<file path="config.mk">
export PLATFORM = sky130hd
export DESIGN_NAME = sse_exec
export DESIGN_NICKNAME = d
export VERILOG_FILES = /design/src/rtl/sse_pkg.sv /design/src/rtl/sse_exec.sv
export VERILOG_INCLUDE_DIRS = /design/src /design/src/rtl
export SDC_FILE = /design/constraint.sdc
export NUM_CORES = 1
export LEC_CHECK = 0
export BUFFER_PORTS_ARGS = -buffer_cell sky130_fd_sc_hd__buf_2
export CAP_MARGIN = 20
export CORE_MARGIN = 2
export CORE_UTILIZATION = 45
export CTS_BUF_LIST = sky130_fd_sc_hd__clkbuf_4
export DETAILED_ROUTE_END_ITERATION = 8
export MAX_ROUTING_LAYER = met4
export PLACE_DENSITY = 0.74
export SLEW_MARGIN = 15
export SYNTH_ARGS = -nofsm -noshare
export SYNTH_HDL_FRONTEND = slang
export SYNTH_SLANG_ARGS = --single-unit
</file>
<file path="constraint.sdc">
create_clock -name i_clk_sys -period 7.6 [get_ports i_clk_sys]
set_input_delay 1.52 -clock i_clk_sys [delete_from_list [all_inputs] [get_ports i_clk_sys]]
set_output_delay 1.52 -clock i_clk_sys [all_outputs]
set_load 0.02 [all_outputs]
</file>
<file path="src/rtl/sse_params.svh">
// constants for the shift, store and subtract execution block
`ifndef SSE_PARAMS_SVH
`define SSE_PARAMS_SVH
`define SSE_OP_LSB 0
`define SSE_OP_W 6
`define SSE_OFFSET_LSB 6
`define SSE_OFFSET_W 16
`define SSE_SRC2_LSB 22
`define SSE_SRC1_LSB 27
`define SSE_DEST_LSB 17
`define SSE_OPX_LSB 11
`define SSE_OPX_W 6
`define SSE_SHAMT_LSB 6
`define SSE_SHAMT_W 5
`define SSE_OP_STB 6'h05
`define SSE_OP_STBIO 6'h25
`define SSE_OP_STH 6'h0d
`define SSE_OP_STHIO 6'h2d
`define SSE_OP_STW 6'h15
`define SSE_OP_STWIO 6'h35
`define SSE_OP_RTYPE 6'h3a
`define SSE_OPX_SRLI 6'h1a
`define SSE_OPX_SUB 6'h39
`endif

</file>
<file path="src/rtl/sse_pkg.sv">
// types shared by the shift, store and subtract execution block
package sse_pkg;
   typedef enum logic [1:0] {
      SSE_SZ_BYTE,
      SSE_SZ_HALF,
      SSE_SZ_WORD
   } sse_size_t;

   typedef struct packed {
      logic valid;
      logic bypass;
      sse_size_t size;
      logic [31:0] addr;
      logic [31:0] data;
      logic [3:0] byte_en;
   } sse_store_t;

   typedef struct packed {
      logic valid;
      logic [4:0] dest;
      logic [31:0] value;
   } sse_wb_t;

   typedef struct packed {
      sse_store_t cache_st;
      sse_store_t bus_st;
      sse_wb_t wb;
      logic ovf;
      logic borrow;
      logic illegal;
   } sse_state_t;
endpackage

</file>
<file path="src/rtl/sse_exec.sv">
// execution unit for logical right shift, stores and subtract
`timescale 1ns/1ps
`include "sse_params.svh"
module sse_exec #(
   parameter bit HAS_DCACHE = 1'b1
) (
   input wire logic i_clk_sys,
   input wire logic i_rst,
   input wire logic i_valid,
   input wire logic [31:0] i_instr,
   input wire logic [31:0] i_first_source_reg,
   input wire logic [31:0] i_second_source_reg,
   output sse_pkg::sse_store_t o_cache_store,
   output sse_pkg::sse_store_t o_bus_store,
   output sse_pkg::sse_wb_t o_wb,
   output logic o_sub_overflow,
   output logic o_sub_borrow,
   output logic o_illegal
);
   sse_pkg::sse_state_t state_r;
   sse_pkg::sse_state_t state_nxt;

   function automatic logic [3:0] lane_mask(input sse_pkg::sse_size_t sz,
                                            input logic [1:0] a);
      logic [3:0] m;
      m = 4'h0;
      case (sz)
         sse_pkg::SSE_SZ_BYTE: m = 4'h1 << a;
         sse_pkg::SSE_SZ_HALF: m = a[1] ? 4'hc : 4'h3;
         default: m = 4'hf;
      endcase
      return m;
   endfunction

   // srli and sub share the r-type opcode and differ only in the extension field
   function automatic logic rtype_op(input logic [5:0] op, input logic [5:0] ext,
                                     input logic [5:0] code);
      return op == `SSE_OP_RTYPE && ext == code;
   endfunction

   logic [5:0] opcode;
   logic [5:0] opx;
   logic [4:0] shift_amount_field;
   logic [15:0] offset_field;
   logic [31:0] eff_addr;
   logic [32:0] diff;
   logic is_store;
   logic is_io;
   logic is_srli;
   logic is_sub;
   sse_pkg::sse_size_t st_size;
   sse_pkg::sse_store_t st;

   assign opcode = i_instr[`SSE_OP_LSB +: `SSE_OP_W];
   assign opx = i_instr[`SSE_OPX_LSB +: `SSE_OPX_W];
   assign shift_amount_field = i_instr[`SSE_SHAMT_LSB +: `SSE_SHAMT_W];
   assign offset_field = i_instr[`SSE_OFFSET_LSB +: `SSE_OFFSET_W];
   // wraps naturally at 32 bits
   assign eff_addr = i_first_source_reg + {{16{offset_field[15]}}, offset_field};
   assign diff = {1'b0, i_first_source_reg} - {1'b0, i_second_source_reg};
   assign is_srli = rtype_op(opcode, opx, `SSE_OPX_SRLI);
   assign is_sub = rtype_op(opcode, opx, `SSE_OPX_SUB);

   always_comb begin
      is_store = 1'b1;
      is_io = 1'b0;
      st_size = sse_pkg::SSE_SZ_WORD;
      case (opcode)
         `SSE_OP_STB: st_size = sse_pkg::SSE_SZ_BYTE;
         `SSE_OP_STBIO: begin
            st_size = sse_pkg::SSE_SZ_BYTE;
            is_io = 1'b1;
         end
         `SSE_OP_STH: st_size = sse_pkg::SSE_SZ_HALF;
         `SSE_OP_STHIO: begin
            st_size = sse_pkg::SSE_SZ_HALF;
            is_io = 1'b1;
         end
         `SSE_OP_STW: st_size = sse_pkg::SSE_SZ_WORD;
         `SSE_OP_STWIO: is_io = 1'b1;
         default: is_store = 1'b0;
      endcase
   end

   always_comb begin
      st = '0;
      st.valid = i_valid && is_store;
      st.size = st_size;
      st.addr = eff_addr;
      // misaligned half/word addresses are passed as-is; result undefined
      st.byte_en = lane_mask(st_size, eff_addr[1:0]);
      case (st_size)
         sse_pkg::SSE_SZ_BYTE: st.data = {4{i_second_source_reg[7:0]}};
         sse_pkg::SSE_SZ_HALF: st.data = {2{i_second_source_reg[15:0]}};
         default: st.data = i_second_source_reg;
      endcase
      st.bypass = is_io && HAS_DCACHE;
   end

   always_comb begin
      state_nxt = state_r;
      state_nxt.cache_st = '0;
      state_nxt.bus_st = '0;
      state_nxt.wb = '0;
      state_nxt.illegal = 1'b0;
      if (i_valid) begin
         if (is_store) begin
            // without a cache every store goes straight to the bus
            if (HAS_DCACHE && !is_io) begin
               state_nxt.cache_st = st;
            end else begin
               state_nxt.bus_st = st;
            end
         end else if (is_srli) begin
            state_nxt.wb.valid = 1'b1;
            state_nxt.wb.dest = i_instr[`SSE_DEST_LSB +: 5];
            state_nxt.wb.value = i_first_source_reg >> shift_amount_field;
         end else if (is_sub) begin
            state_nxt.wb.valid = 1'b1;
            state_nxt.wb.dest = i_instr[`SSE_DEST_LSB +: 5];
            state_nxt.wb.value = diff[31:0];
            // informative only: both flags are held in state_r until the next subtract and raise no trap
            state_nxt.borrow = diff[32];
            state_nxt.ovf = (i_first_source_reg[31] ^ i_second_source_reg[31])
                            & (diff[31] ^ i_first_source_reg[31]);
         end else begin
            state_nxt.illegal = 1'b1;
         end
      end
   end

   always_ff @(posedge i_clk_sys or posedge i_rst) begin
      if (i_rst) begin
         state_r <= '0;
      end else begin
         state_r <= state_nxt;
      end
   end

   assign o_cache_store = state_r.cache_st;
   assign o_bus_store = state_r.bus_st;
   assign o_wb = state_r.wb;
   assign o_sub_overflow = state_r.ovf;
   assign o_sub_borrow = state_r.borrow;
   assign o_illegal = state_r.illegal;

   // each pulse is held against the inputs taken one edge earlier
   srl_shift_a: assert property (@(posedge i_clk_sys) disable iff (i_rst)
      i_valid && is_srli |=>
      o_wb.valid && o_wb.value == ($past(i_first_source_reg) >> $past(shift_amount_field)))
      else $error("srli result wrong");

   srl_fill_a: assert property (@(posedge i_clk_sys) disable iff (i_rst)
      i_valid && is_srli |=>
      (o_wb.value & ~(32'hffff_ffff >> $past(shift_amount_field))) == 32'h0000_0000)
      else $error("srli high bits not zero");

   wb_dest_a: assert property (@(posedge i_clk_sys) disable iff (i_rst)
      i_valid && (is_srli || is_sub) |=>
      o_wb.valid && o_wb.dest == $past(i_instr[`SSE_DEST_LSB +: 5]))
      else $error("writeback destination wrong");

   shamt_range_a: assert property (@(posedge i_clk_sys) disable iff (i_rst)
      i_valid && is_srli && shift_amount_field == 5'd31
      |=> o_wb.value[31:1] == 31'h0)
      else $error("shift by 31 leaves high bits");

   shamt_zero_a: assert property (@(posedge i_clk_sys) disable iff (i_rst)
      i_valid && is_srli && shift_amount_field == 5'd0
      |=> o_wb.value == $past(i_first_source_reg))
      else $error("shift by 0 changed value");

   store_addr_a: assert property (@(posedge i_clk_sys) disable iff (i_rst)
      i_valid && is_store |=> (o_cache_store.valid || o_bus_store.valid) &&
      (o_cache_store.addr | o_bus_store.addr) ==
      $past(i_first_source_reg) + {{16{$past(offset_field[15])}}, $past(offset_field)})
      else $error("store address wrong");

   byte_data_a: assert property (@(posedge i_clk_sys) disable iff (i_rst)
      i_valid && (opcode == `SSE_OP_STB || opcode == `SSE_OP_STBIO) |=>
      $onehot(o_cache_store.byte_en | o_bus_store.byte_en) &&
      (o_cache_store.data[7:0] | o_bus_store.data[7:0]) == $past(i_second_source_reg[7:0]))
      else $error("byte store wrong");

   // only the low two address bits pick the lane, so the sum stays two bits wide
   byte_lane_a: assert property (@(posedge i_clk_sys) disable iff (i_rst)
      i_valid && (opcode == `SSE_OP_STB || opcode == `SSE_OP_STBIO) |=>
      (o_cache_store.byte_en | o_bus_store.byte_en) ==
      4'h1 << ($past(i_first_source_reg[1:0]) + $past(offset_field[1:0])))
      else $error("byte lane wrong");

   half_data_a: assert property (@(posedge i_clk_sys) disable iff (i_rst)
      i_valid && (opcode == `SSE_OP_STH || opcode == `SSE_OP_STHIO) |=>
      (o_cache_store.data[15:0] | o_bus_store.data[15:0]) == $past(i_second_source_reg[15:0]))
      else $error("half store wrong");

   half_lane_a: assert property (@(posedge i_clk_sys) disable iff (i_rst)
      i_valid && (opcode == `SSE_OP_STH || opcode == `SSE_OP_STHIO) |=>
      (o_cache_store.byte_en | o_bus_store.byte_en) inside {4'h3, 4'hc})
      else $error("half lanes wrong");

   word_store_a: assert property (@(posedge i_clk_sys) disable iff (i_rst)
      i_valid && opcode == `SSE_OP_STW |=> o_cache_store.valid == HAS_DCACHE &&
      (o_cache_store.data | o_bus_store.data) == $past(i_second_source_reg))
      else $error("word store wrong");

   stwio_a: assert property (@(posedge i_clk_sys) disable iff (i_rst)
      i_valid && opcode == `SSE_OP_STWIO |=> o_bus_store.valid &&
      o_bus_store.size == sse_pkg::SSE_SZ_WORD && o_bus_store.byte_en == 4'hf &&
      o_bus_store.data == $past(i_second_source_reg))
      else $error("word io store wrong");

   io_bypass_a: assert property (@(posedge i_clk_sys) disable iff (i_rst)
      i_valid && is_store && is_io |=> o_bus_store.valid && !o_cache_store.valid)
      else $error("io store missed bus");

   io_flag_a: assert property (@(posedge i_clk_sys) disable iff (i_rst)
      o_bus_store.valid |-> o_bus_store.bypass == HAS_DCACHE)
      else $error("bypass marking wrong");

   ord_cache_a: assert property (@(posedge i_clk_sys) disable iff (i_rst)
      i_valid && is_store && !is_io |=>
      o_cache_store.valid == HAS_DCACHE && o_bus_store.valid != HAS_DCACHE)
      else $error("ordinary store misrouted");

   no_cache_a: assert property (@(posedge i_clk_sys) disable iff (i_rst)
      !HAS_DCACHE |-> !o_cache_store.valid)
      else $error("cache store without a cache");

   stb_decode_a: assert property (@(posedge i_clk_sys) disable iff (i_rst)
      i_valid && opcode == `SSE_OP_STB |=> o_cache_store.valid == HAS_DCACHE &&
      (o_cache_store.size | o_bus_store.size) == sse_pkg::SSE_SZ_BYTE)
      else $error("byte store opcode misdecoded");

   stbio_decode_a: assert property (@(posedge i_clk_sys) disable iff (i_rst)
      i_valid && opcode == `SSE_OP_STBIO |=>
      o_bus_store.valid && o_bus_store.size == sse_pkg::SSE_SZ_BYTE)
      else $error("byte io opcode misdecoded");

   sub_result_a: assert property (@(posedge i_clk_sys) disable iff (i_rst)
      i_valid && is_sub |=>
      o_wb.value == $past(i_first_source_reg) - $past(i_second_source_reg) &&
      o_sub_borrow == ($past(i_first_source_reg) < $past(i_second_source_reg)))
      else $error("sub result or borrow wrong");

   sub_ovf_a: assert property (@(posedge i_clk_sys) disable iff (i_rst)
      i_valid && is_sub |=> !o_illegal && o_sub_overflow ==
      (($past(i_first_source_reg[31]) != $past(i_second_source_reg[31])) &&
      (o_wb.value[31] != $past(i_first_source_reg[31]))))
      else $error("overflow flag wrong or trapped");

   // adding the subtrahend back must restore the minuend at 32 bits
   sub_wrap_a: assert property (@(posedge i_clk_sys) disable iff (i_rst)
      i_valid && is_sub |=>
      o_wb.value + $past(i_second_source_reg) == $past(i_first_source_reg))
      else $error("subtract does not wrap");

   no_side_a: assert property (@(posedge i_clk_sys) disable iff (i_rst)
      o_wb.valid |-> !o_cache_store.valid && !o_bus_store.valid)
      else $error("alu op touched memory");

   alu_quiet_a: assert property (@(posedge i_clk_sys) disable iff (i_rst)
      i_valid && (is_srli || is_sub) |=>
      !o_cache_store.valid && !o_bus_store.valid && !o_illegal)
      else $error("alu op raised another output");

   // flags are informative and only a subtract may move them
   flag_hold_a: assert property (@(posedge i_clk_sys) disable iff (i_rst)
      !(i_valid && is_sub) |=> $stable(o_sub_overflow) && $stable(o_sub_borrow))
      else $error("flags moved without a subtract");

   illegal_a: assert property (@(posedge i_clk_sys) disable iff (i_rst)
      i_valid && !is_store && !is_srli && !is_sub |=> o_illegal && !o_wb.valid)
      else $error("unknown instruction not flagged");

   idle_quiet_a: assert property (@(posedge i_clk_sys) disable iff (i_rst)
      !i_valid |=> !o_cache_store.valid && !o_bus_store.valid && !o_wb.valid && !o_illegal)
      else $error("output without an instruction");

   one_result_a: assert property (@(posedge i_clk_sys) disable iff (i_rst)
      $onehot0({o_cache_store.valid, o_bus_store.valid, o_wb.valid, o_illegal}))
      else $error("more than one result");

   // main scenarios that the stimulus is expected to reach
   ovf_cov_c: cover property (@(posedge i_clk_sys) o_wb.valid && o_sub_overflow);
   io_cov_c: cover property (@(posedge i_clk_sys) o_bus_store.valid && o_bus_store.bypass);
   cache_cov_c: cover property (@(posedge i_clk_sys) o_cache_store.valid);
   borrow_cov_c: cover property (@(posedge i_clk_sys) o_wb.valid && o_sub_borrow);
   shift31_cov_c: cover property (@(posedge i_clk_sys)
      i_valid && is_srli && shift_amount_field == 5'd31);
endmodule

</file>
-- After elaboration in Yosys (flattened, before gate mapping)
Cells that the tools add are included.
- flip-flop bits (word level): 185
- bits of input ports: 99
- output and inout port bits: 185
- word-level logic and storage cells: 61
- add/sub/neg operators: 2
- equality and inequality tests: 10
- shift-type cells: 2
- mux-type cells: 15
- bitwise operators: 5
- reduce and logical (&&, ||, !) cells: 9
- operators with widths (operator ; number):
    $mux 185 ; 1
    $mux 144 ; 1
    $mux 72 ; 2
    $pmux 32 s2 ; 1
    $mux 41 ; 1
    $mux 40 ; 1
    $mux 38 ; 1
    $sub 32x32->33 ; 1
    $add 32x32->32 ; 1
    $shr 32x5->32 ; 1
    $eq 6x6->1 const B ; 5
    $eq 6x5->1 const B ; 2
    $pmux 4 s2 ; 1
    $eq 6x3->1 const B ; 1
    $eq 6x4->1 const B ; 1
    $reduce_or 6->1 ; 1
    $mux 4 ; 1
    $pmux 2 s2 ; 1
    $reduce_and 4->1 ; 1
    $reduce_or 2->1 ; 2
    $shl 1x2->4 const A ; 1
    $logic_and 1x1->1 ; 3
    $mux 1 ; 3
    $mux 3 ; 1
    other kinds (6) ; 8

-- Logic depth before layout (Yosys ltp)
Gate-level depths: netlist (run 1).
- depth in word-level cells: 8
- mapped depth: 12

-- Least setup slack after synthesis (run 1)
No wires, ideal clock.
- kind: input -> register
- start: in i_instr[7]
- end: reg state_r (netlist bit o_bus_store[58])
- setup time: 0.131 ns
- data arrival time: 3.719 ns
- path slack: 3.751 ns
- stages: 12
- buffers on the path: 2
- cells stage by stage: buf_2 > inv_2 > buf_1 > fa_1 > nor2b_1 > o21a_1 > o211ai_1 > a21oi_1 > nor4_1 > o21ai_0 > xnor2_1 > nor2_1
- RTL lines (element ; line ; text):
    start, declared ; sse_exec.sv:10 ; input wire logic [31:0] i_instr,
    end signal, assigned ; sse_exec.sv:136 ; state_r <= state_nxt;
    end, declared ; sse_exec.sv:20 ; sse_pkg::sse_state_t state_r;

==> results of run 1 <==
[cells in the mapped netlist, types with 15 or more instances]
master,count,area (µm²)
dfrtp_1,184,4600
inv_1,61,229
nor3_1,28,140
clkbuf_1,51,191
a21oi_1,92,460
a211oi_1,15,113
xnor2_1,29,254
o21ai_0,83,415
ha_1,64,801
nand2_1,114,428
mux2i_1,48,480
a21o_1,33,248
and2_1,15,93.8
xor2_1,24,210
nor2_1,166,623
[metal layers]
metal | wire length [µm] | vias up | share of wire [%] | GRT usage, %
li1 | - | 4834 | - | -
met1 | 16000 | 4717 | 44 | 38.5
met2 | 16500 | 474 | 45 | 42.9
met3 | 2730 | 57 | 7.5 | 4.49
met4 | 1060 | 0 | 2.9 | 9.17
met5 | 0 | - | 0 | -
[area by class of cell]
type / count / area, µm² / share of cell area [%]
Antenna cell: 5 / 12.5 / 0.0952
Inverter: 62 / 238 / 1.81
Timing Repair Buffer: 281 / 1430 / 10.9
Clock inverter: 15 / 193 / 1.47
Multi-Input combinational cell: 926 / 6130 / 46.6
Tap cell: 324 / 405 / 3.09
Sequential cell: 184 / 4600 / 35.1
Clock buffer: 17 / 128 / 0.972
[worst paths after layout]
check,to,depth (start not counted),start
worst min register to register,o_sub_borrow,2,o_sub_borrow
max in group asynchronous,o_wb[9],3,i_rst
worst max register to register,o_sub_borrow,2,o_sub_borrow
worst min-delay path,o_sub_borrow,2,o_sub_borrow
worst max-delay path,o_bus_store[67],10,i_instr[9]
min in group asynchronous,o_cache_store[69],2,i_rst
[power breakdown]
part	switching [mW]	internal, mW
clock	0.406	0.188
combinational	0.356	0.204
sequential	0.00205	0.988
total	0.764	1.38
[cell families after synthesis]
| group | after synthesis | synth area share (%) |
|---|---|---|
| AOI/OAI and AO/OA | 322 | 17.8 |
| xor gates and xnor gates | 53 | 4.14 |
| adders and majority gates | 66 | 7.50 |
| buffers and inverters | 126 | 4.36 |
| DFF | 184 | 41.1 |
| muxes | 69 | 7.80 |
| other | 1 | 0.0335 |
| and+or+nand+nor | 415 | 17.2 |
[state kept, by name, indices dropped and copies added, names as in the netlist]
name            flops
o_bus_store        72
o_cache_store      71
o_illegal           1
o_sub_borrow        1
o_sub_overflow      1
o_wb               38
[worst register-to-register path, cell delays in order (launching register included)]
cell and delay, ps:
dfrtp_1 420, nand2_1 70, o31ai_1 110
[cell usage in the layout, fill, tap and decap left out, types with 15 or more instances in the layout]
| master | n |
|---|---|
| nor2_1 | 166 |
| dfrtp_1 | 184 |
| and2_1 | 15 |
| buf_2 | 272 |
| xor2_1 | 24 |
| ha_1 | 64 |
| mux2i_1 | 48 |
| xnor2_1 | 29 |
| nor3_1 | 27 |
| clkbuf_4 | 17 |
| a211oi_1 | 15 |
| inv_1 | 60 |
| nand2_1 | 114 |
| o21ai_0 | 83 |
| a21oi_1 | 92 |
| a21o_1 | 33 |
==> flow_summary.ini, run 1 <==
[status]
status = finished, final reports clean

[critical_path]
cpMostUsedCell = a21oi_1
startpoint_type = primary input
end_kind = flip-flop
cp.arrival_ps = 4610
slowest_delay_ps = 520
critPathRequiredTime_ps = 8090
crit_type = primary input to flip-flop
critPathTopFamily = compound AO/OA/AOI/OAI gates
ff2ff_setup_slack_ps = 6880
crit_chain = buf_2, ha_1, a21o_1, a21oi_1, a21oi_1, a311o_1, a21oi_1, o221ai_1, xnor2_1, nor2_1
crit_slowest_cell = xnor2_1
crit_buf_inv = 1
cp_max_fo = 37

[clock_network]
cts_resized = 0
clkTransAtPathRegs_ps = 180
htree_num_levels = 4
ctsHoldBuffers = 0
cts-root-buf = clkbuf_4
cts-buffers-inserted = 17
clock_path_buffers = 2
cts_tree = built
clock_latency_ps = 580
postCtsSetupBuffers = 0
clock-sinks = 184

[timing]
finalMaxSlewViolations = 0
whs_ps = 543
clock_skew_ps = 0
final-hold-violation-count = 0
setup_ws_ps = 3480
setup_viol = 0
slew_headroom_pct = 31.8
max_freq_ghz = 0.242
rsz0062_at_grt = false
worst_pin_slew_ps = 1020
setup_tns_ps = 0
finalCriticalPeriod_ps = 4120
period_share_pct = 54.3

[yosys]
yosysWarnings = 0
netlist_instances = 1236
syn_area_mm2 = 0.0112
synth_enable_flop_cells = 0
ys.flop_type = dfrtp_1
async_reset_ff_share_pct = 100
yosysUniqueCellTypes = 69
yosysSeqAreaShare_pct = 41.1
synthesis.nets = 1401
yosys_register_bits = 184
syn_area_per_cell_um2 = 9.07

[drt]
drc_errors = 0
drtPass1Iterations = 5
wirelength_um = 36300
drtAntennaViolNets = 0
wl_per_cell_um = 20.0
vias_per_cell = 5.56
vias = 10082
drt_iter0_drc = 858

[power_and_ir_drop]
leakagePower_nw = 7.07
vdd_drop_max_mv = 0.0942
power_density_mw_per_mm2 = 163
p_total_mw = 2.14

[final_layout]
finalInstanceArea_mm2 = 0.0131
drive_gt1_share_pct = 23.7
nets = 1637
syn2layout_area_growth_pct = 17.2
fin_util_pct = 53.9
filler_cell_count = 2301
fin_cells = 1814

[floorplanning]
fp-row-count = 57
io_pins = 284
die_width_um = 162
start_util_pct = 46.0
die_h_um = 162
die_area_mm2 = 0.0262
core_mm2 = 0.0244

[placement]
placed_cells_incl_taps = 1777
numPortBuffers = 272
pre_cts_ws_ps = 2960
place_congestion = 0.954
place_hpwl_um = 28100
place_area_mm2 = 0.0128

[grt]
grt.total_usage_pct = 28.1
grt_pass1_wl_um = 54900
grt_overflow = 0
grt_pass1_vias = 9493
grt_start_max_net_pins = 107
antenna_found_initial = 5

[hold_path]
hp-class = flip-flop to flip-flop

[run]
cap_viol_max_count = 0
No activity file was read; power rests on OpenSTA's default activity.
==> inputs of run 2 (changes only) <==
Clock period 7.6 ns to 4.15 ns, I/O delays scaled along.
==> run 2 against run 1 <==
Against the previous run:
- first-iteration DRC count grew 13%
- final cell count rose by 0.66%
- utilization rose by 0.38 points
- sequential power grew 83%
- critical path depth rose by 2
- setup slack lost 2300 ps
- highest routed layer unchanged
==> flow_summary.ini, run 2 (synthesized netlist as in run 1, its figures left out) <==
[timing]
setup_tns_ps = 0
period_share_pct = 71.3
rsz0062_at_grt = false
setup_viol = 0
finalCriticalPeriod_ps = 2960
worst_pin_slew_ps = 808
final-hold-violation-count = 0
slew_headroom_pct = 46.1
clock_skew_ps = 0
max_freq_ghz = 0.338
whs_ps = 310
finalMaxSlewViolations = 0
setup_ws_ps = 1190

[grt]
grt.met3_usage_pct = 5.34
use_met1_pct = 38.1
grt_start_max_net_pins = 124
grt_pass1_wl_um = 54700
grt_overflow = 0
grt_use_met2_pct = 43.8
grt_pass1_vias = 9404
antenna_found_initial = 6
grt.total_usage_pct = 28.3
busiest_layer = met2

[placement]
place_hpwl_um = 28700
numPortBuffers = 272
placed_cells_incl_taps = 1788
pre_cts_ws_ps = 607
place_congestion = 0.946

[drt]
wl_per_cell_um = 20.1
drtPass1Iterations = 7
drc_errors = 0
drt_iter0_drc = 966
vias = 10176
wirelength_um = 36700
vias_per_cell = 5.57
drtAntennaViolNets = 0

[clock_network]
postCtsSetupBuffers = 0
cts_resized = 0
htree_num_levels = 4
clock_latency_ps = 590
clock_path_buffers = 2
clkTransAtPathRegs_ps = 180
cts_tree = built
clock-sinks = 184
cts-root-buf = clkbuf_4
cts-buffers-inserted = 17
ctsHoldBuffers = 0

[final_layout]
drive_gt1_share_pct = 24.3
fin_cells = 1826
filler_cell_count = 2273
syn2layout_area_growth_pct = 18.0
final_cell_mix = 272 x buf_2, 184 x dfrtp_1, 166 x nor2_1
final_common_cell = buf_2
nets = 1648
largest_reg_flops = 72

[run]
cap_viol_max_count = 0

[floorplanning]
io_pins = 284
die_h_um = 162
fp-row-count = 57
die_area_mm2 = 0.0262
start_util_pct = 46.0
core_mm2 = 0.0244
die_width_um = 162

[critical_path]
crit_slowest_cell = fa_1
cp_max_fo = 7
crit_chain = buf_2, ha_1, fa_1, nor2b_1, o2111ai_1, a21oi_1, a211oi_1, buf_4, o31a_1, a31o_2, xor2_1, o21ai_0
crit_type = primary input to flip-flop
critPathRequiredTime_ps = 4680
startpoint_type = primary input
end_kind = flip-flop
slowest_delay_ps = 400
cp.arrival_ps = 3490

[power_and_ir_drop]
p_int_mw = 2.48
switching_share_pct = 36.0
sequentialPowerShare_pct = 46.8
power_density_mw_per_mm2 = 293
vdd_drop_max_mv = 0.185
pwr-share-comb_pct = 26.8
net-switching-power_mw = 1.40
pwr-share-clk_pct = 26.4
leakagePower_nw = 7.12

[status]
status = finished, final reports clean

[hold_path]
hp-class = primary input to asynchronous set/reset pin
[run 2: changes by cell type in the layout (fill, tap and decap cells not counted)]
cell / previous run / this run
bufinv_16: 1 / 0
inv_8: 4 / 5
buf_12: 0 / 3
clkinv_4: 1 / 4
clkbuf_4: 17 / 18
diode_2: 5 / 6
inv_6: 6 / 1
clkinvlp_4: 0 / 2
buf_4: 9 / 17
clkinv_8: 4 / 3
[run 2: final timing paths]
| check | startpoint | end | slack, ps | cells after the start |
|---|---|---|---|---|
| worst max-delay path | i_second_source_reg[0] | o_wb[30] | 1190 | 12 |
| worst min-delay path | i_rst | o_cache_store[71] | 310 | 3 |
| worst max register to register | o_sub_overflow | o_sub_overflow | 3480 | 2 |
| worst min register to register | o_sub_borrow | o_sub_borrow | 520 | 2 |
| max in group asynchronous | i_rst | o_wb[11] | 3220 | 3 |
| min in group i_clk_sys | i_instr[19] | o_wb[34] | 460 | 2 |
[run 2: per-stage QoR]
step / util [%] / instance area (µm²) / total power [mW]
2_1_floorplan: - / 11200 / 2.56
3_3_place_gp: 53.0 / 12900 / 2.86
3_5_place_dp: 53.0 / 12900 / 2.86
4_1_cts: 54.2 / 13200 / 3.88
5_1_grt: 54.2 / 13200 / 4.07
6_report: 54.2 / 13200 / 3.87
[run 2: metal layers]
metal,routed length [µm],vias up,part of all wire [%]
li1,-,4854,-
met1,16300,4862,44
met5,0,-,0
met3,2560,43,7.0
met4,817,0,2.2
met2,17100,417,46
[run 2: cell type report]
class,count,area (µm²),area share (%)
diodes,6,15.0,0.113
clock buffers,18,135,1.02
clock inverters,14,156,1.18
inverters,62,236,1.79
multi-input cells,926,6130,46.3
flip-flops and latches,184,4600,34.8
well taps,324,405,3.06
repair buffers,292,1550,11.7
[run 2: power by group through the flow]
stage	logic, mW	registers (mW)	clock network, mW
after floorplan	0.690	1.87	0
after global placement	1.01	1.85	0
after detailed placement	1.02	1.85	0
after CTS	1.02	1.81	1.04
after global routing	1.14	1.81	1.11
final	1.04	1.81	1.02
[run 2: critical path: cells and delay by family]
kind | cells | cell delay [ps]
fa+ha+maj | 2 | 620
xor+xnor | 1 | 140
buf+inv | 2 | 350
compound gates | 6 | 1360
simple gates | 1 | 170
==> inputs of run 3 (changes only) <==
Settings changed: PLACE_DENSITY 0.74 to 0.77.
Clock period 4.15 ns to 2.55 ns, I/O delays scaled along.
==> run 3 against run 2 <==
Against the previous run:
- critical path depth did not move
- final cell count up 13%
- sequential power is 63% higher
- utilization is 8.1 points higher
- register-to-register slack worse by 1600 ps
- first-iteration DRC count fell by 11%
- critical endpoint is now o_wb[24]
- largest power group unchanged
- highest routed layer unchanged
==> flow_summary.ini, run 3 (synthesized netlist as in run 1, its figures left out) <==
[final_layout]
final_common_cell = buf_2
largest_reg_flops = 72
syn2layout_area_growth_pct = 35.5
nets = 1895
drive_gt1_share_pct = 35.3
filler_cell_count = 2175
final_cell_mix = 272 x buf_2, 259 x buf_4, 184 x dfrtp_1
fin_cells = 2072

[placement]
pre_cts_ws_ps = -473
place_congestion = 0.980
place_hpwl_um = 31700
placed_cells_incl_taps = 2034
numPortBuffers = 272

[power_and_ir_drop]
pwr-share-comb_pct = 31.6
sequentialPowerShare_pct = 43.5
p_total_mw = 6.77
p_int_mw = 4.38
net-switching-power_mw = 2.40
pwr-share-clk_pct = 24.9
switching_share_pct = 35.4
vdd_drop_max_mv = 0.301
leakagePower_nw = 8.33
power_density_mw_per_mm2 = 446

[critical_path]
slowest_delay_ps = 350
cp_max_fo = 5
crit_type = primary input to flip-flop
startpoint_type = primary input
end_kind = flip-flop
reg2regPathDepth = 2
crit_slowest_cell = fa_2
crit_chain = buf_2, ha_4, fa_2, nor2b_1, o2111ai_1, a21oi_2, a21oi_1, o21ai_0, buf_4, a311oi_1, xor2_1, o21ai_0
cp.arrival_ps = 2850
cpMostUsedCell = o21ai_0
critPathRequiredTime_ps = 3030

[timing]
rsz0062_at_grt = false
setup_ws_ps = 178
slew_headroom_pct = 65.5
max_freq_ghz = 0.422
clock_skew_ps = 0
finalMaxSlewViolations = 0
final-hold-violation-count = 0
worst_pin_slew_ps = 512
setup_viol = 0
period_share_pct = 93.0
whs_ps = 152
finalCriticalPeriod_ps = 2370

[grt]
grt.total_usage_pct = 30.3
antenna_found_initial = 5
grt_pass1_wl_um = 59000
grt_pass1_vias = 10668
grt_start_max_net_pins = 94
grt_overflow = 0

[clock_network]
clkTransAtPathRegs_ps = 170
cts-root-buf = clkbuf_4
clock_latency_ps = 600
htree_num_levels = 4
clock_path_buffers = 2
cts-buffers-inserted = 17
cts_tree = built
clock-sinks = 184

[floorplanning]
start_util_pct = 46.0
die_width_um = 162
core_mm2 = 0.0244
die_h_um = 162
fp-row-count = 57
die_area_mm2 = 0.0262
io_pins = 284

[drt]
vias = 11140
wirelength_um = 39300
wl_per_cell_um = 19.0
drt_iter0_drc = 857
drtAntennaViolNets = 0
drc_errors = 0
drtPass1Iterations = 6
vias_per_cell = 5.38

[hold_path]
hold_path_depth = 2
hp-class = primary input to flip-flop

[run]
cap_viol_max_count = 0

[status]
status = finished, final reports clean
## run 3: final timing paths
check | slack, ps | endpoint | start
max in group asynchronous | 1330 | o_wb[16] | i_rst
min in group asynchronous | 420 | o_cache_store[1] | i_rst
setup / recovery | 180 | o_wb[24] | i_second_source_reg[0]
setup reg to reg | 1850 | o_sub_overflow | o_sub_overflow
hold / removal | 150 | o_wb[34] | i_instr[19]
hold reg to reg | 560 | o_sub_borrow | o_sub_borrow
## run 3: power groups by stage
| stage | clock network (mW) | logic, mW | registers, mW |
|---|---|---|---|
| 5_1_grt | 1.84 | 2.32 | 2.95 |
| 2_1_floorplan | 0 | 1.13 | 3.04 |
| 3_5_place_dp | 0 | 2.09 | 3.00 |
| 6_report | 1.69 | 2.14 | 2.95 |
| 3_3_place_gp | 0 | 2.07 | 3.00 |
| 4_1_cts | 1.73 | 2.11 | 2.95 |
## run 3: critical path, delay by kind of cell
kind            cells  cell delay, ps
compound gates      6            1180
buf+inv             2             320
xor+xnor            1             140
fa+ha+maj           2             530
simple gates        1             160
## run 3: area by class of cell
cell class	instances	area (µm²)	area share, %
diodes	5	12.5	0.0824
clock buffers	17	128	0.840
clock inverters	15	181	1.19
inverters	62	241	1.59
multi-input cells	926	6160	40.6
flip-flops and latches	184	4600	30.3
well taps	324	405	2.67
repair buffers	539	3460	22.7
## run 3: through the flow
stage	cell area, µm²	utilization [%]	TNS, ps
floorplan	11300	-	-59720
global route	15200	62.3	0
detailed placement	14900	60.9	-18450
global placement	14900	60.9	-15680
finish	15200	62.3	0
CTS	15200	62.2	0
## run 3: repair_timing
item                                    4_1_cts  5_1_grt
endpoints found under the hold margin        11        0
buffers inserted                              0        0
hold buffers                                  1        0
endpoints found under the setup margin        0        1
gates resized for setup                       0        1
## run 3: per-layer routing
layer  wire (µm)  vias to the layer above  track usage, %
met1       17000                     5282            40.1
li1            -                     5335               -
met5           0                        -               -
met3        2660                       69            4.65
met2       18200                      454            47.2
met4        1430                        0            11.7
